[src/hw/unused_placeholder_none.sv]
// Intentionally empty file kept for compile order of the design.
`timescale 1ns/1ps

[src/hw/tcp_pkg.sv]
// Register map, field positions and constants of the test cell checker.
package tcp_pkg;
  // Register offsets on the 8-bit microprocessor port.
  localparam logic [7:0] ADDR_CTRL    = 8'h06;
  localparam logic [7:0] ADDR_HOLD    = 8'h07;
  localparam logic [7:0] ADDR_HDR1    = 8'h08;
  localparam logic [7:0] ADDR_HDR2    = 8'h09;
  localparam logic [7:0] ADDR_HDR3    = 8'h0A;
  localparam logic [7:0] ADDR_HDR4    = 8'h0B;
  localparam logic [7:0] ADDR_ERR_HI  = 8'h0C;
  localparam logic [7:0] ADDR_ERR_LO  = 8'h0D;

  // Control and status field positions.
  localparam int BIT_CLEAR_CH   = 7;
  localparam int BIT_GEN_ON     = 4;
  localparam int BIT_RSVD       = 3;
  localparam int BIT_BURST_SEL  = 2;
  localparam int BIT_BURST_DONE = 1;
  localparam int BIT_LOCK       = 0;

  // Reset values.
  localparam logic [7:0] RST_CTRL = 8'h00;
  localparam logic [7:0] RST_HDR1 = 8'h00;
  localparam logic [7:0] RST_HDR2 = 8'h22;
  localparam logic [7:0] RST_HDR3 = 8'h33;
  localparam logic [7:0] RST_HDR4 = 8'h00;
  localparam logic [7:0] RST_HOLD = 8'h00;

  // Cell layout and pattern constants.
  localparam int          CELL_BYTES   = 53;
  localparam int          HDR_BYTES    = 4;
  localparam int          PAYLOAD_FROM = 5;
  localparam int          BURST_CELLS  = 1024;
  localparam int          PRBS_LEN     = 15;
  localparam logic [14:0] PRBS_SEED    = 15'h7FFF;
  localparam int          LOCK_GOOD    = 8;
  localparam int          LOCK_BAD     = 8;

  // Generator states.
  typedef enum logic [1:0] {
    GEN_IDLE,
    GEN_CELL,
    GEN_RAW
  } tcp_gen_state_t;

  // One byte of x^15 + x^14 + 1, msb first; with use_in the state takes the
  // received bits instead of its own, which is how the checker seeds itself.
  function automatic logic [22:0] tcp_prbs_byte(input logic [14:0] st,
                                                input logic [7:0]  din,
                                                input logic        use_in);
    logic [14:0] s;
    logic [7:0]  p;
    logic        b;
    s = st;
    p = 8'h00;
    for (int i = 7; i >= 0; i--) begin
      b    = s[14] ^ s[13];
      p[i] = b;
      s    = {s[13:0], use_in ? din[i] : b};
    end
    return {p, s};
  endfunction : tcp_prbs_byte
endpackage : tcp_pkg

[src/hw/tcp_top.sv]
// Test cell and raw pattern generator and checker with its register file.
`timescale 1ns/1ps

// Synchronous FIFO of flip-flops; the generator stalls on its in_ready.
module tcp_fifo #(
  parameter int WIDTH = 9,
  parameter int DEPTH = 16
) (
  input  wire logic             clk,
  input  wire logic             sys_rst,
  input  wire logic [WIDTH-1:0] in_data,
  input  wire logic             in_valid,
  output logic                  in_ready,
  output logic      [WIDTH-1:0] out_data,
  output logic                  out_valid,
  input  wire logic             out_ready
);
  localparam int AW = $clog2(DEPTH);

  generate
    if (DEPTH < 2 || (DEPTH & (DEPTH - 1)) != 0) begin : g_bad_depth
      $error("tcp_fifo depth must be a power of two of at least 2");
    end
  endgenerate

  logic [WIDTH-1:0] mem_q [DEPTH];
  logic [AW-1:0]    wr_ptr_q;
  logic [AW-1:0]    rd_ptr_q;
  logic [AW:0]      count_q;
  wire              push = in_valid && in_ready;
  wire              pop  = out_valid && out_ready;

  assign in_ready  = (count_q != (AW+1)'(DEPTH));
  assign out_valid = (count_q != '0);
  assign out_data  = mem_q[rd_ptr_q];

  always_ff @(posedge clk) begin
    if (push) begin
      mem_q[wr_ptr_q] <= in_data;
    end
  end

  always_ff @(posedge clk) begin
    if (sys_rst) begin
      wr_ptr_q <= '0;
      rd_ptr_q <= '0;
      count_q  <= '0;
    end else begin
      wr_ptr_q <= push ? wr_ptr_q + 1'b1 : wr_ptr_q;
      rd_ptr_q <= pop ? rd_ptr_q + 1'b1 : rd_ptr_q;
      count_q  <= count_q + (AW+1)'(push) - (AW+1)'(pop);
    end
  end
endmodule : tcp_fifo

// How it works
// - Cell mode enable inserts test cells; checker compares payload to PRBS.
// - Clear-channel enable inserts raw PRBS; the checker searches and locks.
// - Burst select low: cells go out continuously while enable stays high.
// - Burst select high: each enable rise generates exactly 1024 cells.
// - Burst-complete reads 0 during a burst and 1 once it finished.
// - Burst-complete clears when a new burst starts on enable rising edge.
// - Burst-complete only has meaning in cell mode with burst operation.
// - Lock flag reads 0 until checker locks, then 1, in both modes.
// - Bit errors are counted only while the checker is locked.
// - 16-bit error count in two bytes, cleared to zero when read.
// - Reading one count byte copies the other byte into the holding register.
// - Each test cell carries the four software-programmed header bytes.
// - Header byte two resets to 0x22, header byte three to 0x33.
// - Control bit 7 selects cell mode (0) or clear-channel mode (1).
module tcp_top
  import tcp_pkg::*;
#(
  parameter int FIFO_DEPTH  = 16,
  parameter int BURST_COUNT = tcp_pkg::BURST_CELLS
) (
  input  wire logic       clk,
  input  wire logic       sys_rst,
  input  wire logic [7:0] reg_addr,
  input  wire logic       reg_wr,
  input  wire logic       reg_rd,
  input  wire logic [7:0] reg_wdata,
  output logic      [7:0] reg_rdata,
  output logic      [7:0] tx_data,
  output logic            tx_sof,
  output logic            tx_valid,
  input  wire logic       tx_ready,
  input  wire logic [7:0] rx_data,
  input  wire logic       rx_sof,
  input  wire logic       rx_valid
);
  import tcp_pkg::*;

  generate
    if (BURST_COUNT < 1 || BURST_COUNT > 2047) begin : g_bad_burst
      $error("tcp_top burst count must lie in 1 to 2047");
    end
  endgenerate

  // Register file.
  logic [7:0]  ctrl_q;
  logic [7:0]  hdr_q [HDR_BYTES];
  logic [7:0]  hold_q;
  logic [7:0]  rdata_q;
  logic [15:0] err_q;
  logic        done_q;
  logic        lock_q;
  logic        gen_on_q;

  wire        wr_ctrl   = reg_wr && (reg_addr == ADDR_CTRL);
  wire        rd_err_hi = reg_rd && (reg_addr == ADDR_ERR_HI);
  wire        rd_err_lo = reg_rd && (reg_addr == ADDR_ERR_LO);
  wire        clear_ch  = ctrl_q[BIT_CLEAR_CH];
  wire        gen_on    = ctrl_q[BIT_GEN_ON];
  wire        burst_sel = ctrl_q[BIT_BURST_SEL];
  wire        gen_rise  = gen_on && !gen_on_q;
  // Status shows the flops as they stand: after a control write, lock and
  // done settle on the next edge, so read them two cycles after the write.
  wire [7:0]  status    = {ctrl_q[7], 2'b00, ctrl_q[4:2], done_q, lock_q};

  logic [7:0] rd_mux;
  always_comb begin
    rd_mux = 8'h00;
    case (reg_addr)
      ADDR_CTRL:   rd_mux = status;
      ADDR_HOLD:   rd_mux = hold_q;
      ADDR_HDR1:   rd_mux = hdr_q[0];
      ADDR_HDR2:   rd_mux = hdr_q[1];
      ADDR_HDR3:   rd_mux = hdr_q[2];
      ADDR_HDR4:   rd_mux = hdr_q[3];
      ADDR_ERR_HI: rd_mux = err_q[15:8];
      ADDR_ERR_LO: rd_mux = err_q[7:0];
      default:     rd_mux = 8'h00;
    endcase
  end

  assign reg_rdata = rdata_q;

  always_ff @(posedge clk) begin
    if (sys_rst) begin
      ctrl_q   <= RST_CTRL;
      hdr_q[0] <= RST_HDR1;
      hdr_q[1] <= RST_HDR2;
      hdr_q[2] <= RST_HDR3;
      hdr_q[3] <= RST_HDR4;
      rdata_q  <= 8'h00;
      gen_on_q <= 1'b0;
    end else begin
      gen_on_q <= gen_on;
      if (reg_rd) begin
        rdata_q <= rd_mux;
      end
      if (wr_ctrl) begin
        ctrl_q <= {reg_wdata[7], 2'b00, reg_wdata[4:3], reg_wdata[2], 2'b00};
      end
      for (int i = 0; i < HDR_BYTES; i++) begin
        if (reg_wr && reg_addr == ADDR_HDR1 + 8'(i)) begin
          hdr_q[i] <= reg_wdata;
        end
      end
    end
  end

  // Generator.
  tcp_gen_state_t gen_state_q;
  logic [5:0]     gen_idx_q;
  logic [10:0]    cells_left_q;
  logic [14:0]    gen_prbs_q;
  logic           fifo_in_ready;
  logic [8:0]     fifo_out;

  // Generator and checker share one pattern function, so the two sides
  // can never drift onto different polynomials.
  wire [22:0] gen_step   = tcp_prbs_byte(gen_prbs_q, 8'h00, 1'b0);
  wire [7:0]  hec_byte   = hdr_q[0] ^ hdr_q[1] ^ hdr_q[2] ^ hdr_q[3];
  wire        gen_push   = (gen_state_q != GEN_IDLE) && fifo_in_ready;
  wire        in_payload = (gen_state_q == GEN_RAW) ||
                           (gen_idx_q >= 6'(PAYLOAD_FROM));
  wire        cell_last  = (gen_idx_q == 6'(CELL_BYTES - 1));
  wire        cell_end   = gen_push && (gen_state_q == GEN_CELL) && cell_last;
  wire        may_start  = gen_on && !clear_ch &&
                           (!burst_sel || cells_left_q != '0);

  logic [7:0] gen_byte;
  always_comb begin
    gen_byte = gen_step[22:15];
    if (gen_state_q == GEN_CELL && gen_idx_q < 6'(HDR_BYTES)) begin
      gen_byte = hdr_q[gen_idx_q[1:0]];
    end else if (gen_state_q == GEN_CELL && gen_idx_q == 6'(HDR_BYTES)) begin
      gen_byte = hec_byte;
    end
  end

  wire gen_sof = (gen_state_q == GEN_CELL) && (gen_idx_q == '0);

  // A cell in progress is always finished so the line never sees a runt.
  always_ff @(posedge clk) begin
    if (sys_rst) begin
      gen_state_q <= GEN_IDLE;
      gen_idx_q   <= '0;
      gen_prbs_q  <= PRBS_SEED;
    end else begin
      if (gen_push && in_payload) begin
        gen_prbs_q <= gen_step[14:0];
      end
      case (gen_state_q)
        GEN_IDLE: begin
          gen_idx_q <= '0;
          if (gen_on && clear_ch) begin
            gen_state_q <= GEN_RAW;
          end else if (may_start && !(gen_rise && burst_sel)) begin
            gen_state_q <= GEN_CELL;
          end
        end
        GEN_CELL: begin
          if (gen_push) begin
            gen_idx_q <= cell_last ? '0 : gen_idx_q + 6'd1;
          end
          if (cell_end &&
              !(may_start && !(burst_sel && cells_left_q == 11'd1))) begin
            gen_state_q <= GEN_IDLE;
          end
        end
        GEN_RAW: begin
          if (!gen_on || !clear_ch) begin
            gen_state_q <= GEN_IDLE;
          end
        end
        default: gen_state_q <= GEN_IDLE;
      endcase
    end
  end

  // Burst bookkeeping; the done flag only means something in cell burst use.
  always_ff @(posedge clk) begin
    if (sys_rst) begin
      cells_left_q <= '0;
      done_q       <= 1'b0;
    end else if (gen_rise && burst_sel && !clear_ch) begin
      cells_left_q <= 11'(BURST_COUNT);
      done_q       <= 1'b0;
    end else if (cell_end && burst_sel && cells_left_q != '0) begin
      cells_left_q <= cells_left_q - 11'd1;
      done_q       <= (cells_left_q == 11'd1);
    end
  end

  tcp_fifo #(
    .WIDTH (9),
    .DEPTH (FIFO_DEPTH)
  ) u_fifo (
    .clk       (clk),
    .sys_rst   (sys_rst),
    .in_data   ({gen_sof, gen_byte}),
    .in_valid  (gen_state_q != GEN_IDLE),
    .in_ready  (fifo_in_ready),
    .out_data  (fifo_out),
    .out_valid (tx_valid),
    .out_ready (tx_ready)
  );

  assign tx_data = fifo_out[7:0];
  assign tx_sof  = fifo_out[8];

  // Checker.
  logic [5:0]  rx_idx_q;
  logic        hdr_ok_q;
  logic [14:0] chk_prbs_q;
  logic [3:0]  good_q;
  logic [3:0]  bad_q;

  wire [5:0]  rx_idx     = rx_sof ? 6'd0 : rx_idx_q;
  wire        hdr_byte   = rx_idx < 6'(HDR_BYTES);
  wire        hdr_match  = (rx_data == hdr_q[rx_idx[1:0]]);
  // Byte five of a cell is the header check byte and is not compared; only
  // payload bytes of a cell whose four header bytes matched feed the checker.
  wire        chk_byte   = rx_valid && gen_on &&
                           (clear_ch || (hdr_ok_q &&
                           rx_idx >= 6'(PAYLOAD_FROM) &&
                           rx_idx < 6'(CELL_BYTES)));
  wire [22:0] chk_step   = tcp_prbs_byte(chk_prbs_q, rx_data, !lock_q);
  wire [7:0]  diff       = rx_data ^ chk_step[22:15];

  // Bit errors in one byte, up to eight, added to the count while locked.
  logic [3:0] nerr;
  always_comb begin
    nerr = 4'd0;
    for (int i = 0; i < 8; i++) begin
      nerr = nerr + 4'(diff[i]);
    end
  end

  always_ff @(posedge clk) begin
    if (sys_rst) begin
      rx_idx_q <= '0;
      hdr_ok_q <= 1'b0;
    end else if (rx_valid) begin
      rx_idx_q <= (rx_idx == 6'(CELL_BYTES - 1)) ? '0 : rx_idx + 6'd1;
      if (hdr_byte) begin
        hdr_ok_q <= hdr_match && (rx_idx == '0 || hdr_ok_q);
      end
    end
  end

  // Unlocked, the checker reseeds from received bits; locked, it free runs.
  always_ff @(posedge clk) begin
    if (sys_rst || !gen_on) begin
      chk_prbs_q <= PRBS_SEED;
      good_q     <= '0;
      bad_q      <= '0;
      lock_q     <= 1'b0;
    end else if (chk_byte) begin
      chk_prbs_q <= chk_step[14:0];
      if (!lock_q) begin
        good_q <= (diff == 8'h00) ? good_q + 4'd1 : 4'd0;
        lock_q <= (diff == 8'h00) && (good_q == 4'(LOCK_GOOD - 1));
      end else begin
        bad_q  <= (diff != 8'h00) ? bad_q + 4'd1 : 4'd0;
        lock_q <= !((diff != 8'h00) && (bad_q == 4'(LOCK_BAD - 1)));
        good_q <= '0;
      end
    end
  end

  // Error accumulator; errors landing in the read cycle start the new count.
  wire        count_now = chk_byte && lock_q;
  wire [15:0] err_add   = count_now ? 16'(nerr) : 16'h0000;
  wire [16:0] err_sum   = {1'b0, err_q} + {1'b0, err_add};

  always_ff @(posedge clk) begin
    if (sys_rst) begin
      err_q  <= 16'h0000;
      hold_q <= RST_HOLD;
    end else if (rd_err_hi || rd_err_lo) begin
      err_q  <= err_add;
      hold_q <= rd_err_hi ? err_q[7:0] : err_q[15:8];
    end else begin
      // The count saturates rather than wrap, so a flood of errors never
      // reads back as a small number.
      err_q  <= err_sum[16] ? 16'hFFFF : err_sum[15:0];
    end
  end
endmodule : tcp_top

[config.mk]
export PLATFORM = sky130hd
export DESIGN_NAME = tcp_top
export DESIGN_NICKNAME = d
export VERILOG_FILES = /design/src/hw/unused_placeholder_none.sv /design/src/hw/tcp_pkg.sv /design/src/hw/tcp_top.sv
export SDC_FILE = /design/constraint.sdc
export NUM_CORES = 1
export LEC_CHECK = 0
export BUFFER_PORTS_ARGS = -buffer_cell sky130_fd_sc_hd__buf_2
export CAP_MARGIN = 20
export CORE_ASPECT_RATIO = 2
export CORE_UTILIZATION = 35
export DETAILED_ROUTE_END_ITERATION = 12
export SLEW_MARGIN = 20
export SYNTH_ARGS = -nofsm -noshare
export SYNTH_HDL_FRONTEND = slang
export SYNTH_SLANG_ARGS = --single-unit
[constraint.sdc]
create_clock -name clk -period 10.2 [get_ports clk]
set_clock_uncertainty 0.15 [all_clocks]
set_input_delay 1.02 -clock clk [delete_from_list [all_inputs] [get_ports clk]]
set_output_delay 1.02 -clock clk [all_outputs]
set_load 0.05 [all_outputs]
# Word level (Yosys, flattened, before mapping)
# Memory sizes are Yosys's and may differ from the RTL's. A register that Yosys moved wholly into a read port is not among the register bits.
# Cells that the tools add are included.
[word_totals] in_bits=31 out_inout_bits=18 wordCells=210 n_memories=2 regBits=116 mem_bits_ro=0 ramBits=176 latch_bits=0
[classes] n_mux=55 n_reduce_logical=65 order_cmp=5 eq_ne=22 bitwise_logic=24 div_mod_pow=0 n_mul=0 n_shift=0 n_addsub=17
[mem_list] name="u_fifo.mem_q" depth=16 width=9 read_ports=1 rd_clocked_by_memory_dff=1 wr=1 line="tcp_top.sv:26" text="logic [WIDTH-1:0] mem_q [DEPTH];"
[mem_list] name="hdr_q" depth=4 width=8 read_ports=6 rd_clocked_by_memory_dff=1 wr=4 line="tcp_top.sv:102" text="logic [7:0] hdr_q [HDR_BYTES];"
[ops] operator="case mux 8 bit (8 select lines)" count=1
[ops] operator="two-way mux 8 bit" count=7
[ops] operator="== test 8 x 4 -> 1 bit (second input constant)" count=6
[ops] operator="logical AND 1 bit" count=35
[ops] operator="two-way mux 16 bit" count=2
[ops] operator="bitwise XOR 8 bit" count=4
[ops] operator="two-way mux 1 bit" count=25
[ops] operator="two-way mux 4 bit" count=6
[ops] operator="two-way mux 6 bit" count=4
[ops] operator="two-way mux 11 bit" count=2
[ops] operator="adder 16 x 4 -> 17 bit" count=1
[ops] operator="adder 4 x 1 -> 4 bit" count=4
[ops] operator="adder 4 x 1 -> 4 bit (second input constant)" count=4
[ops] operator="== test 8 x 3 -> 1 bit (second input constant)" count=2
[ops] operator="bitwise XOR 1 bit" count=16
[ops] operator="adder 6 x 1 -> 6 bit (second input constant)" count=2
[ops] operator="== test 6 bit (second input constant)" count=2
[ops] operator="greater-or-equal comparator 6 x 3 -> 1 bit (second input constant)" count=2
[ops] operator="logical NOT 6 bit" count=2
[ops] operator="< comparator 6 x 3 -> 1 bit (second input constant)" count=2
[ops] operator="two-way mux 2 bit" count=6
[ops] operator="case mux 6 bit (2 select lines)" count=1
[ops] operator="== test 11 x 1 -> 1 bit (second input constant)" count=1
[ops] operator="nonzero test 11 bit" count=1
[ops] operator="28 further kinds" count=50

# Depth between registers and ports, before layout
[logic_depth] ltp_word=13 mapped_depth=19 depth_no_buf=19

# Hierarchy
# From an unflattened synthesis, not the netlist that was laid out.
[unflattened] hier_cells=1267 hier_area_um2=14567.7
[modules_own_cells] module="tcp_top" n_inst=1 cells_per_inst=935 seq_area_each_um2=3062.9 area_per_inst_um2=8142.8
[modules_own_cells] module="tcp_fifo" n_inst=1 cells_per_inst=332 seq_area_each_um2=4664.5 area_per_inst_um2=6424.9

# Worst setup path before layout
# No wires, ideal clock.
[synth_path] path_kind="input port to flip-flop" startpoint="input port rx_data[0]" endpoint="register err_q[0]" slack_ns=4.531 stages=18 arrival_time_ns=5.401 path_buffers=1 required_ns=9.931 path_cell_list="clkbuf_1 xor2_1 inv_1 fa_1 inv_1 fa_1 fa_1 inv_1 ha_1 fa_1 and2_1 fa_1 a21o_1 a21oi_1 nor2_1 nand3_1 nand2_1 o221a_2"
[synth_between] elab_chain_len=12
[synth_rtl] element="from (decl)" line="tcp_top.sv:88" text="input wire logic [7:0] rx_data,"
[synth_rtl] element="bitwise XOR 8 bit *" line="tcp_top.sv:282" text="wire [7:0] diff = rx_data ^ chk_step[22:15];"
[synth_rtl] element="adder 1 x 1 -> 2 bit *" line="tcp_top.sv:289" text="nerr = nerr + 4'(diff[i]);"
[synth_rtl] element="adder 2 x 1 -> 3 bit *" line="tcp_top.sv:289"
[synth_rtl] element="adder 3 x 1 -> 4 bit *" line="tcp_top.sv:289"
[synth_rtl] element="adder 4 x 1 -> 4 bit * (4 in a row)" line="tcp_top.sv:289"
[synth_rtl] element="two-way mux 4 bit *" line="tcp_top.sv:327" text="wire [15:0] err_add = count_now ? 16'(nerr) : 16'h0000;"
[synth_rtl] element="adder 16 x 4 -> 17 bit" line="tcp_top.sv:328" text="wire [16:0] err_sum = {1'b0, err_q} + {1'b0, err_add};"
[synth_rtl] element="two-way mux 16 bit" line="tcp_top.sv:340" text="err_q <= err_sum[16] ? 16'hFFFF : err_sum[15:0];"
[synth_rtl] element="two-way mux 16 bit *" line="tcp_top.sv:334" text="end else if (rd_err_hi || rd_err_lo) begin"
[synth_rtl] element="to (signal assigned)" line="tcp_top.sv:335" text="err_q <= err_add;"
[synth_rtl] element="to (signal assigned)" line="tcp_top.sv:340"
[synth_rtl] element="to (decl)" line="tcp_top.sv:105" text="logic [15:0] err_q;"
# Mark *: on every way between the ends. The rest lies on a longest branch, timed or not.
# A chain may end at the register's enable or synchronous reset.

# Worst setup path in the final report
[layout_path] startpoint="input port rx_data[0]" endpoint="register err_q[3]"
# Same word-level chain as after synthesis.

==> flow_summary.json <==
{
  "postCtsHoldBufs": 0,
  "cts_buffer_depth": 3,
  "tns_ns": 0,
  "synth_cell_types": 69,
  "final_cell_mix": "edfxtp_1 (176), dfxtp_1 (121), nand2_1 (102)",
  "num_vias": 9296,
  "start_util_pct": 35.6,
  "root_buffer": "clkbuf_16",
  "grt_use_total_pct": 16.9,
  "timing.fmax_mhz": 181,
  "postCtsSetupBuffers": 0,
  "io_pins": 49,
  "switching_share_pct": 26.4,
  "tightestPinTransition_ns": 1.07,
  "fin_util_pct": 39.8,
  "wl_met3_um": 1020,
  "route.detailed.vias_per_inst": 5.24,
  "crit_fanout": 9,
  "vdd_ir_drop_max_mv": 0.117,
  "cts_resized": 0,
  "ys_ff_latch": 298,
  "synthTopCellsByArea": "edfxtp_1 (37%), dfxtp_1 (17%), mux4_2 (8.5%), mux2i_1 (3.9%), xnor2_1 (3.3%)",
  "finalHoldViolCount": 0,
  "io_buffers": 48,
  "finalWirelength_um": 35000,
  "diodes": 0,
  "grt_pass1_vias": 9551,
  "die_height_um": 289,
  "intPower_mw": 2.05,
  "status": "finished, final reports clean",
  "seqPwrFrac_pct": 47.0,
  "overflow": 0,
  "netlist_area_um2": 14400,
  "synth_top_cell_by_area": "edfxtp_1",
  "startpoint_type": "primary input",
  "cts_tree": "built",
  "cts_buffers": 27,
  "power_frac_clock_pct": 37.2,
  "drv_cap": 0,
  "clock_latency_ns": 0.57,
  "postRouteAntennaNets": 0,
  "drv_slew": 0,
  "dr_wl_met2_um": 20100,
  "htreeDepth": 1,
  "core-area_um2": 40300,
  "rsz0062_at_grt": "false",
  "drive_gt1_share_pct": 15.9,
  "holdCritPathClass": "flop to flop",
  "slew_headroom_pct": 28.5,
  "drt_iter0_drc": 529,
  "cts.sinks": 298,
  "synth_top_area_share_pct": 36.8,
  "finalSetupViolCount": 0,
  "end_kind": "flop",
  "grt_pass1_wl_um": 54500,
  "grt_max_degree": 46,
  "die_area_um2": 41900,
  "synthFlopType": "edfxtp_1",
  "dr.max_layer_used": "met4",
  "power.switching_mw": 0.735,
  "fp.dieW_um": 145,
  "synth_cells": 1192,
  "path_clk_slew_ns": 0.06,
  "hpwlAfterDp_um": 26000,
  "cp.required_ns": 10.50,
  "hold_depth": 2,
  "setup.worst_path.class": "primary input to flop",
  "power_density_nw_per_um2": 173,
  "combPwrFrac_pct": 15.8,
  "p_leak_nw": 5.71,
  "min-delay-start": "reg_rdata[4]",
  "finalNetCount": 1291,
  "area_delta_synth_final_pct": 11.8,
  "wl_per_cell_um": 19.7,
  "async_flop_share_pct": 0,
  "layout_commonest_cell": "edfxtp_1",
  "period_share_pct": 54.1,
  "rr_worst_depth": 18,
  "synth.avg_cell_area_um2": 12.1,
  "firstDrtPassIters": 7,
  "synth-edff-count": 176,
  "antenna_found_initial": 1,
  "gp_congestion": 0.899,
  "timing.final.crit_period_ns": 5.52,
  "cp-startpoint": "rx_data[0]",
  "syn-num-nets": 1260,
  "timing.rr.start": "chk_prbs_q[6]",
  "drc_errors": 0,
  "synth_seq_area_share_pct": 53.8,
  "wl_met1_um": 11500,
  "rows": 104,
  "ys_warn_count": 0,
  "arrival_ns": 5.82
}
==> layout make-up <==
class,count,area (um2)
clock inverter,15,154
inverter,35,131
multi-input combinational,796,6290
sequential,298,7730
clock buffer,35,738
tap,530,663
fill,3907,24300
timing repair buffer,65,372
==> cell usage after synthesis (all sizes together), types with 4 or more instances <==
library cell  number
edfxtp           176
dfxtp            122
nand2            102
nor2              92
mux2i             56
mux4              54
xnor2             54
o21ai             53
a21oi             38
clkbuf            37
inv               35
and2              34
ha                31
nand3             29
xor2              27
buf               26
nand2b            21
nor3              18
a211oi            17
nor2b             12
o211ai            11
a22oi             10
and3              10
nor4              10
o22ai             10
nor3b              9
or3                9
mux2               8
nand4              8
a221oi             7
fa                 6
nand3b             6
a21o               5
a31oi              5
o221a              4
o31ai              4
xnor3              4
==> power by group through the flow <==
stage / logic, mW / clock network (mW) / registers [mW]
finish: 0.442 / 1.04 / 1.31
floorplan: 0.358 / 0 / 1.32
global placement: 0.446 / 0 / 1.34
detailed placement: 0.453 / 0 / 1.34
global route: 0.485 / 1.10 / 1.31
CTS: 0.454 / 1.06 / 1.31
==> cell families after synthesis <==
logic type / synth area share [%]
AND/OR/NAND/NOR: 13.2
flip-flops: 53.8
AO/OA/AOI/OAI: 8.22
multiplexers: 13.0
buffers and inverters: 2.69
XOR/XNOR: 5.56
adder cells (fa/ha/maj): 3.53
==> routing by layer <==
metal  track usage (%)  up-vias
met2              34.3      203
met5                 0        -
met3              1.64       94
met4              11.6        0
met1              15.6     4551
li1                  -     4448
==> worst max-delay path, stage by stage <==
cell	delay [ns]
buf_2	0.20
xor2_1	0.22
inv_1	0.09
fa_1	0.54
inv_1	0.05
fa_1	0.45
fa_1	0.49
inv_1	0.05
ha_1	0.20
fa_1	0.42
and2_1	0.19
fa_1	0.44
a21o_1	0.17
a21oi_1	0.39
nor2_1	0.14
nand3_1	0.29
nand2_1	0.19
o221a_2	0.29
==> registers in the layout (all words and copies together), names as in the netlist, 5 cells and up, named ones only <==
signal / cells
gen_idx_q: 6
u_fifo.mem_q: 144
u_fifo.count_q: 5
cells_left_q: 11
reg_rdata: 8
hold_q: 8
err_q: 16
chk_prbs_q: 15
rx_idx_q: 6
hdr_q: 32
gen_prbs_q: 15
==> per-stage QoR <==
stage | hold slack (ns) | instances | worst slack, ns | cell area (um2) | total power [mW]
after floorplan | 0.279 | 1192 | 4.53 | 14400 | 1.68
after global placement | 0.300 | 1721 | 4.13 | 15100 | 1.78
after detailed placement | 0.297 | 1723 | 4.07 | 15200 | 1.79
after CTS | 0.318 | 1773 | 4.65 | 16100 | 2.83
after global routing | 0.341 | 1774 | 4.39 | 16100 | 2.89
final | 0.316 | 1774 | 4.68 | 16100 | 2.79
==> worst paths after layout <==
| path | end | slack, ns |
|---|---|---|
| setup / recovery | err_q[3] | 4.68 |
| hold / removal | reg_rdata[4] | 0.32 |
| setup reg to reg | err_q[3] | 4.77 |
| hold reg to reg | reg_rdata[4] | 0.32 |
Note: power is estimated with default switching activity, not from simulation.
